--- config.mk ---
export PLATFORM = sky130hd
export DESIGN_NAME = system_watchdog_timer
export DESIGN_NICKNAME = d
export VERILOG_FILES = /design/src/rtl/countdown_guard_pkg.sv /design/src/rtl/guard_tick_if.sv /design/src/rtl/guard_prescaler.sv /design/src/rtl/system_watchdog_timer.sv
export SDC_FILE = /design/constraint.sdc
export NUM_CORES = 1
export LEC_CHECK = 0
export BUFFER_PORTS_ARGS = -buffer_cell sky130_fd_sc_hd__buf_2
export CAP_MARGIN = 20
export CORE_MARGIN = 2
export CORE_UTILIZATION = 57
export CTS_BUF_LIST = sky130_fd_sc_hd__clkbuf_4 sky130_fd_sc_hd__clkbuf_8
export CTS_CLUSTER_SIZE = 24
export DETAILED_ROUTE_END_ITERATION = 7
export PLACE_DENSITY = 0.79
export SKIP_CTS_REPAIR_TIMING = 1
export SLEW_MARGIN = 20
export SYNTH_ARGS = -nofsm -noshare
export SYNTH_HDL_FRONTEND = slang
export SYNTH_HIERARCHICAL = 1
export SYNTH_SLANG_ARGS = --single-unit
--- constraint.sdc ---
create_clock -name mclk_i -period 2.4 [get_ports mclk_i]
set_clock_uncertainty 0.05 [all_clocks]
set_input_delay 0.24 -clock mclk_i [delete_from_list [all_inputs] [get_ports mclk_i]]
set_output_delay 0.24 -clock mclk_i [all_outputs]
set_load 0.03 [all_outputs]
--- src/rtl/countdown_guard_pkg.sv ---
package countdown_guard_pkg;

   // Configuration port addresses on the I/O space
   localparam logic [7:0] INDEX_PORT     = 8'h2e;
   localparam logic [7:0] DATA_PORT      = 8'h2f;

   // Index port keys
   localparam logic [7:0] UNLOCK_KEY     = 8'h87;
   localparam logic [7:0] LOCK_KEY       = 8'haa;

   // Configuration register indexes
   localparam logic [7:0] REG_LDN        = 8'h07;
   localparam logic [7:0] REG_ENABLE     = 8'h30;
   localparam logic [7:0] REG_UNIT       = 8'hf0;
   localparam logic [7:0] REG_PRESET     = 8'hf1;

   // Logical device number of the countdown guard
   localparam logic [7:0] LDN_GUARD      = 8'h08;

   // Field values
   localparam logic [7:0] UNIT_SEC       = 8'h00;
   localparam logic [7:0] UNIT_MIN       = 8'h08;
   localparam int         ENABLE_BIT     = 0;

   // Reset values
   localparam logic [7:0] LDN_RESET      = 8'h00;
   localparam logic [7:0] ENABLE_RESET   = 8'h00;
   localparam logic [7:0] UNIT_RESET     = 8'h00;
   localparam logic [7:0] COUNT_RESET    = 8'h00;
   localparam logic [7:0] INDEX_RESET    = 8'h00;
   localparam logic [7:0] LOCKED_READ    = 8'hff;

   // Timing
   localparam int unsigned CLK_HZ        = 25_000_000;
   localparam int unsigned SEC_MS        = 1000;
   localparam int unsigned SEC_CYCLES    = CLK_HZ / 1000 * SEC_MS;
   localparam int          SEC_CNT_W     = 25;
   localparam logic [5:0]  SECS_PER_MIN  = 6'h3c;
   localparam int          PULSE_CNT_W   = 5;
   localparam logic [4:0]  RESET_PULSE_CYCLES = 5'h10;

   typedef enum logic [1:0] {
      CFG_LOCKED   = 2'b00,
      CFG_KEY_SEEN = 2'b01,
      CFG_OPEN     = 2'b10
   } cfg_state_e;

endpackage : countdown_guard_pkg

--- src/rtl/guard_tick_if.sv ---
interface guard_tick_if;
   logic run;
   logic restart;
   logic sec_tick;
   logic min_tick;

   modport source (input run, input restart, output sec_tick, output min_tick);
   modport sink   (output run, output restart, input sec_tick, input min_tick);
endinterface : guard_tick_if

--- src/rtl/guard_prescaler.sv ---
module guard_prescaler #(
   parameter int unsigned SEC_CYCLES = countdown_guard_pkg::SEC_CYCLES
) (
   // Clock and reset
   input  wire logic          mclk_i,
   input  wire logic          reset_n_i,
   // Tick carrier
   guard_tick_if.source       tick
);

   logic [countdown_guard_pkg::SEC_CNT_W-1:0] sec_cnt_q;
   logic [5:0]                                min_cnt_q;
   logic                                      sec_tick_q;
   logic                                      min_tick_q;
   logic                                      sec_wrap;

   assign sec_wrap = (sec_cnt_q == countdown_guard_pkg::SEC_CNT_W'(SEC_CYCLES - 1));

   // Restart on every reload so a fresh count gets a full first unit
   always_ff @(posedge mclk_i or negedge reset_n_i) begin
      if (!reset_n_i) begin
         sec_cnt_q <= '0;
      end else if (tick.restart || !tick.run || sec_wrap) begin
         sec_cnt_q <= '0;
      end else begin
         sec_cnt_q <= sec_cnt_q + 1'b1;
      end
   end

   always_ff @(posedge mclk_i or negedge reset_n_i) begin
      if (!reset_n_i) begin
         min_cnt_q <= '0;
      end else if (tick.restart || !tick.run) begin
         min_cnt_q <= '0;
      end else if (sec_wrap) begin
         if (min_cnt_q == countdown_guard_pkg::SECS_PER_MIN - 6'h01) begin
            min_cnt_q <= '0;
         end else begin
            min_cnt_q <= min_cnt_q + 6'h01;
         end
      end
   end

   always_ff @(posedge mclk_i or negedge reset_n_i) begin
      if (!reset_n_i) begin
         sec_tick_q <= 1'b0;
         min_tick_q <= 1'b0;
      end else begin
         sec_tick_q <= tick.run && !tick.restart && sec_wrap;
         min_tick_q <= tick.run && !tick.restart && sec_wrap &&
                       (min_cnt_q == countdown_guard_pkg::SECS_PER_MIN - 6'h01);
      end
   end

   assign tick.sec_tick = sec_tick_q;
   assign tick.min_tick = min_tick_q;

endmodule : guard_prescaler

--- src/rtl/system_watchdog_timer.sv ---
module system_watchdog_timer #(
   parameter int unsigned SEC_CYCLES = countdown_guard_pkg::SEC_CYCLES
) (
   // Clock and reset
   input  wire logic       mclk_i,
   input  wire logic       reset_n_i,
   // Configuration I/O port access
   input  wire logic       io_wr_i,
   input  wire logic       io_rd_i,
   input  wire logic [7:0] io_addr_i,
   input  wire logic [7:0] io_wdata_i,
   output logic      [7:0] io_rdata_o,
   // System reset request
   output logic            sys_reset_o
);

   countdown_guard_pkg::cfg_state_e cfg_state_q;
   countdown_guard_pkg::cfg_state_e cfg_state_d;

   logic [7:0]                                  index_q;
   logic [7:0]                                  ldn_q;
   logic [7:0]                                  enable_q;
   logic [7:0]                                  unit_q;
   logic [7:0]                                  count_q;
   logic [7:0]                                  rdata_q;
   logic [7:0]                                  rdata_d;
   logic                                        sys_reset_q;
   logic [countdown_guard_pkg::PULSE_CNT_W-1:0] pulse_cnt_q;

   logic index_wr;
   logic data_wr;
   logic cfg_open;
   logic load;
   logic unit_tick;
   logic running;
   logic fire;

   guard_tick_if tick ();

   guard_prescaler #(
      .SEC_CYCLES (SEC_CYCLES)
   ) u_prescaler (
      .mclk_i     (mclk_i),
      .reset_n_i  (reset_n_i),
      .tick       (tick.source)
   );

   // Registers other than the device select belong to device 08 only
   function automatic logic reg_hit(input logic [7:0] idx,
                                    input logic [7:0] reg_idx,
                                    input logic [7:0] ldn);
      reg_hit = (idx == reg_idx) &&
                ((reg_idx == countdown_guard_pkg::REG_LDN) ||
                 (ldn == countdown_guard_pkg::LDN_GUARD));
   endfunction : reg_hit

   assign cfg_open = (cfg_state_q == countdown_guard_pkg::CFG_OPEN);
   assign index_wr = io_wr_i && (io_addr_i == countdown_guard_pkg::INDEX_PORT);
   assign data_wr  = io_wr_i && (io_addr_i == countdown_guard_pkg::DATA_PORT) &&
                     cfg_open;

   // Unlock sequence; any other index write breaks a half-entered key
   always_comb begin
      cfg_state_d = cfg_state_q;
      if (index_wr) begin
         unique case (cfg_state_q)
            countdown_guard_pkg::CFG_LOCKED: begin
               if (io_wdata_i == countdown_guard_pkg::UNLOCK_KEY) begin
                  cfg_state_d = countdown_guard_pkg::CFG_KEY_SEEN;
               end
            end
            countdown_guard_pkg::CFG_KEY_SEEN: begin
               if (io_wdata_i == countdown_guard_pkg::UNLOCK_KEY) begin
                  cfg_state_d = countdown_guard_pkg::CFG_OPEN;
               end else begin
                  cfg_state_d = countdown_guard_pkg::CFG_LOCKED;
               end
            end
            countdown_guard_pkg::CFG_OPEN: begin
               if (io_wdata_i == countdown_guard_pkg::LOCK_KEY) begin
                  cfg_state_d = countdown_guard_pkg::CFG_LOCKED;
               end
            end
            default: begin
               cfg_state_d = countdown_guard_pkg::CFG_LOCKED;
            end
         endcase
      end
   end

   always_ff @(posedge mclk_i or negedge reset_n_i) begin
      if (!reset_n_i) begin
         cfg_state_q <= countdown_guard_pkg::CFG_LOCKED;
      end else begin
         cfg_state_q <= cfg_state_d;
      end
   end

   // Index latches only while open, so key bytes never select a register
   always_ff @(posedge mclk_i or negedge reset_n_i) begin
      if (!reset_n_i) begin
         index_q <= countdown_guard_pkg::INDEX_RESET;
      end else if (index_wr && cfg_open && (io_wdata_i != countdown_guard_pkg::LOCK_KEY)) begin
         index_q <= io_wdata_i;
      end
   end

   always_ff @(posedge mclk_i or negedge reset_n_i) begin
      if (!reset_n_i) begin
         ldn_q <= countdown_guard_pkg::LDN_RESET;
      end else if (data_wr && reg_hit(index_q, countdown_guard_pkg::REG_LDN, ldn_q)) begin
         ldn_q <= io_wdata_i;
      end
   end

   always_ff @(posedge mclk_i or negedge reset_n_i) begin
      if (!reset_n_i) begin
         enable_q <= countdown_guard_pkg::ENABLE_RESET;
      end else if (data_wr && reg_hit(index_q, countdown_guard_pkg::REG_ENABLE, ldn_q)) begin
         enable_q <= io_wdata_i;
      end
   end

   always_ff @(posedge mclk_i or negedge reset_n_i) begin
      if (!reset_n_i) begin
         unit_q <= countdown_guard_pkg::UNIT_RESET;
      end else if (data_wr && reg_hit(index_q, countdown_guard_pkg::REG_UNIT, ldn_q)) begin
         unit_q <= io_wdata_i;
      end
   end

   // Any unit value other than minutes counts seconds
   assign unit_tick = (unit_q == countdown_guard_pkg::UNIT_MIN) ? tick.min_tick
                                                                : tick.sec_tick;

   assign load    = data_wr && reg_hit(index_q, countdown_guard_pkg::REG_PRESET, ldn_q);
   assign running = enable_q[countdown_guard_pkg::ENABLE_BIT] && (count_q != 8'h00);
   assign fire    = running && unit_tick && (count_q == 8'h01) && !load;

   assign tick.run     = running;
   assign tick.restart = load;

   // A reload wins over a tick in the same cycle, which is what keeps a healthy system alive
   always_ff @(posedge mclk_i or negedge reset_n_i) begin
      if (!reset_n_i) begin
         count_q <= countdown_guard_pkg::COUNT_RESET;
      end else if (load) begin
         count_q <= io_wdata_i;
      end else if (running && unit_tick) begin
         count_q <= count_q - 8'h01;
      end
   end

   // Fixed-width reset pulse so downstream reset logic sees a clean level
   always_ff @(posedge mclk_i or negedge reset_n_i) begin
      if (!reset_n_i) begin
         pulse_cnt_q <= '0;
         sys_reset_q <= 1'b0;
      end else if (fire) begin
         pulse_cnt_q <= countdown_guard_pkg::RESET_PULSE_CYCLES - 5'h01;
         sys_reset_q <= 1'b1;
      end else if (pulse_cnt_q != '0) begin
         pulse_cnt_q <= pulse_cnt_q - 5'h01;
      end else begin
         sys_reset_q <= 1'b0;
      end
   end

   assign sys_reset_o = sys_reset_q;

   // Count register reads back the live count, not the last loaded value
   always_comb begin
      rdata_d = countdown_guard_pkg::LOCKED_READ;
      if (cfg_open && (io_addr_i == countdown_guard_pkg::INDEX_PORT)) begin
         rdata_d = index_q;
      end else if (cfg_open && (io_addr_i == countdown_guard_pkg::DATA_PORT)) begin
         if (reg_hit(index_q, countdown_guard_pkg::REG_LDN, ldn_q)) begin
            rdata_d = ldn_q;
         end else if (reg_hit(index_q, countdown_guard_pkg::REG_ENABLE, ldn_q)) begin
            rdata_d = enable_q;
         end else if (reg_hit(index_q, countdown_guard_pkg::REG_UNIT, ldn_q)) begin
            rdata_d = unit_q;
         end else if (reg_hit(index_q, countdown_guard_pkg::REG_PRESET, ldn_q)) begin
            rdata_d = count_q;
         end
      end
   end

   always_ff @(posedge mclk_i or negedge reset_n_i) begin
      if (!reset_n_i) begin
         rdata_q <= countdown_guard_pkg::LOCKED_READ;
      end else if (io_rd_i) begin
         rdata_q <= rdata_d;
      end
   end

   assign io_rdata_o = rdata_q;
endmodule : system_watchdog_timer
==> metrics <==
post-synth cell types 63; HPWL after DPL 7120 um; post-route clock period utilization 0.951; GRT overflow 0; drt pass-1 iters 4; synth warn 6; Worst slew margin 0.583; Starting Density 0.593; Worst setup SP type register; cell area after synthesis 4600 um^2; first-pass GRT wire length 16600 um; cell taking the most area after synthesis dfrtp_1; crit path time final 2280 ps; clock root buffer clkbuf_8; layout cells sized above 1 0.246; Ant. Diodes 0; number of I/O port buffers 28; mean post-synth cell area 10.6 um^2; final setup vio count 0; maximum clock frequency 438 MHz; CTS Buf Count 9; Clock Sink Count 89; Sequential cell area 2240 um^2; initial antenna violation count 0; Synth area leaders dfrtp_1 44%, mux2_2 7.3%, dfstp_2 4.6%; CP Class reg -> reg; CP max FO 12; htree depth 3; Placed Area 4890 um^2; Mapped Nets 462; die extent in y 93.9 um; worst hold path class in -> reg; Yosys reg bits 89; Placed Cells 562; Critical Path Sink Type register; RSZ-0062 raised after global routing true; Core Region 7770 um^2; synthesized netlist cell count 435; post-synthesis sequential area ratio 0.486; Main synth FF type dfrtp_1; endpoints failing hold 0; Min Hold Slack 143 ps; total power 2640 uW; Die Wd 93.9 um; Non-Filler Instances 581; status finished clean; final core utilization 0.660; post-synthesis adder-cell area fraction 0.0190; WL final 9960 um; Synth top cells by count 81 x dfrtp_1, 48 x nor2_1, 45 x nand2_1; WP data arrival 2480 ps; Slew @ Worst Pin 620 ps; Via Count 3512; # nets final 501; Initial DRC Count 236; Synth Area in Compound Gates 0.0938; TritonCTS clock tree done; die area 8810 um^2; vias per inst 6.04; worst-skew pair later-pin latency 360 ps; CP required 2600 ps; largest net degree at the start of global routing 60; Post-DRT Antenna Nets 0; Post-Synth Simple-Gate Area 0.231; Ports 29; routed len/inst 17.1 um; area delta synth->final 11.4%; multi-input logic area 2250 um^2; post-route cell area 5130 um^2; gr usage total 0.244; Pins Over Slew Limit 0; Fillers 622; Pleak 0.00234 uW; maximum vdd drop 0.440 mV; gp weighted congestion 0.952; mux contribution to synthesized area 0.0826; vias in the first global route 3420; post-synth top area share 0.440; top-count cell post-synth dfrtp_1; Max clock buf depth 2; largest family of logic cells by synthesized area simple AND/OR/NAND/NOR gates; Async SR Flop Fraction 1.00; floorplan row count 32; Post-synth EDFFs 0; clock transition at the registers of the reported paths 100 ps; max cap viols 0; Residual DRC 0; Post-Synth XOR/XNOR Area 0.0609; Power Density 514 nW/um^2
-- stage by stage --
step	setup TNS (ps)	worst slack, ps
after CTS	0	141
after floorplan	0	86.0
final	0	117
after global routing	-282	-22.4
after detailed placement	0	165
after global placement	0	234
-- layer usage --
| metal | vias to the layer above | global-route usage | routed length (um) |
|---|---|---|---|
| met1 | 1742 | 0.325 | 4140 |
| met3 | 16 | 0.0457 | 703 |
| li1 | 1645 | - | - |
| met5 | - | 0 | 0 |
| met4 | 0 | 0.0857 | 222 |
| met2 | 109 | 0.401 | 4890 |
-- registers in the layout (all words and copies together), names as in the netlist --
register / cells
u_prescaler/sec_cnt_q: 25
cfg_state_q: 2
index_q: 8
enable_q: 8
count_q: 8
u_prescaler/tick.min_tick: 1
io_rdata_o: 8
sys_reset_o: 1
pulse_cnt_q: 5
u_prescaler/min_cnt_q: 6
unit_q: 8
ldn_q: 8
u_prescaler/tick.sec_tick: 1
-- cell families (layout without fill, tap and decap cells) --
logic type	Yosys count	after routing
xor+xnor	32	32
flops	89	89
simple gates	186	186
compound gates	62	62
buf+inv	25	69
fa+ha+maj	7	7
mux	34	34
-- cell type report --
type,instances,area share
repair buffers,42,0.0527
flip-flops and latches,89,0.436
clock buffers,9,0.0242
inverters,11,0.00805
clock inverters,7,0.0156
well taps,102,0.0249
multi-input cells,321,0.438
-- where the power goes --
part,leakage (uW),switching (uW),internal [uW]
registers,0.00117,0.939,1500
clock network,0.0000960,567,490
logic,0.00107,56.9,20.9
-- critical path, stage by stage, from the launching register on --
cell	delay (ps)
dfrtp_1	430
or4_1	560
nor4_2	240
nand3_1	190
nor2_2	210
nor2b_1	120
nand2b_1	140
buf_6	170
nor2_1	70
-- final timing paths --
path / startpoint / slack, ps / end / cells after the start
min in group asynchronous: reset_n_i / 290 / count_q[6] / 2
setup / recovery: ldn_q[4] / 120 / u_prescaler/sec_cnt_q[22] / 8
max in group asynchronous: reset_n_i / 1380 / u_prescaler/sec_cnt_q[18] / 3
hold / removal: io_wdata_i[6] / 140 / count_q[6] / 3
hold reg to reg: sys_reset_o / 430 / sys_reset_o / 2
setup reg to reg: ldn_q[4] / 120 / u_prescaler/sec_cnt_q[22] / 8
-- cells in the final DEF, fill, tap and decap left out, types with 9 or more instances in the layout --
master    netlist  final
buf_2           3     27
inv_1          11     11
clkbuf_8        0      9
buf_4           3     11
xor2_1         21     21
nor2_1         48     48
dfrtp_1        81     81
mux2_2         30     30
nand3_1        15     15
nand2_1        45     45
nor3_1          9      9
xnor2_1        11     11
(Power assumes the default switching activity.)
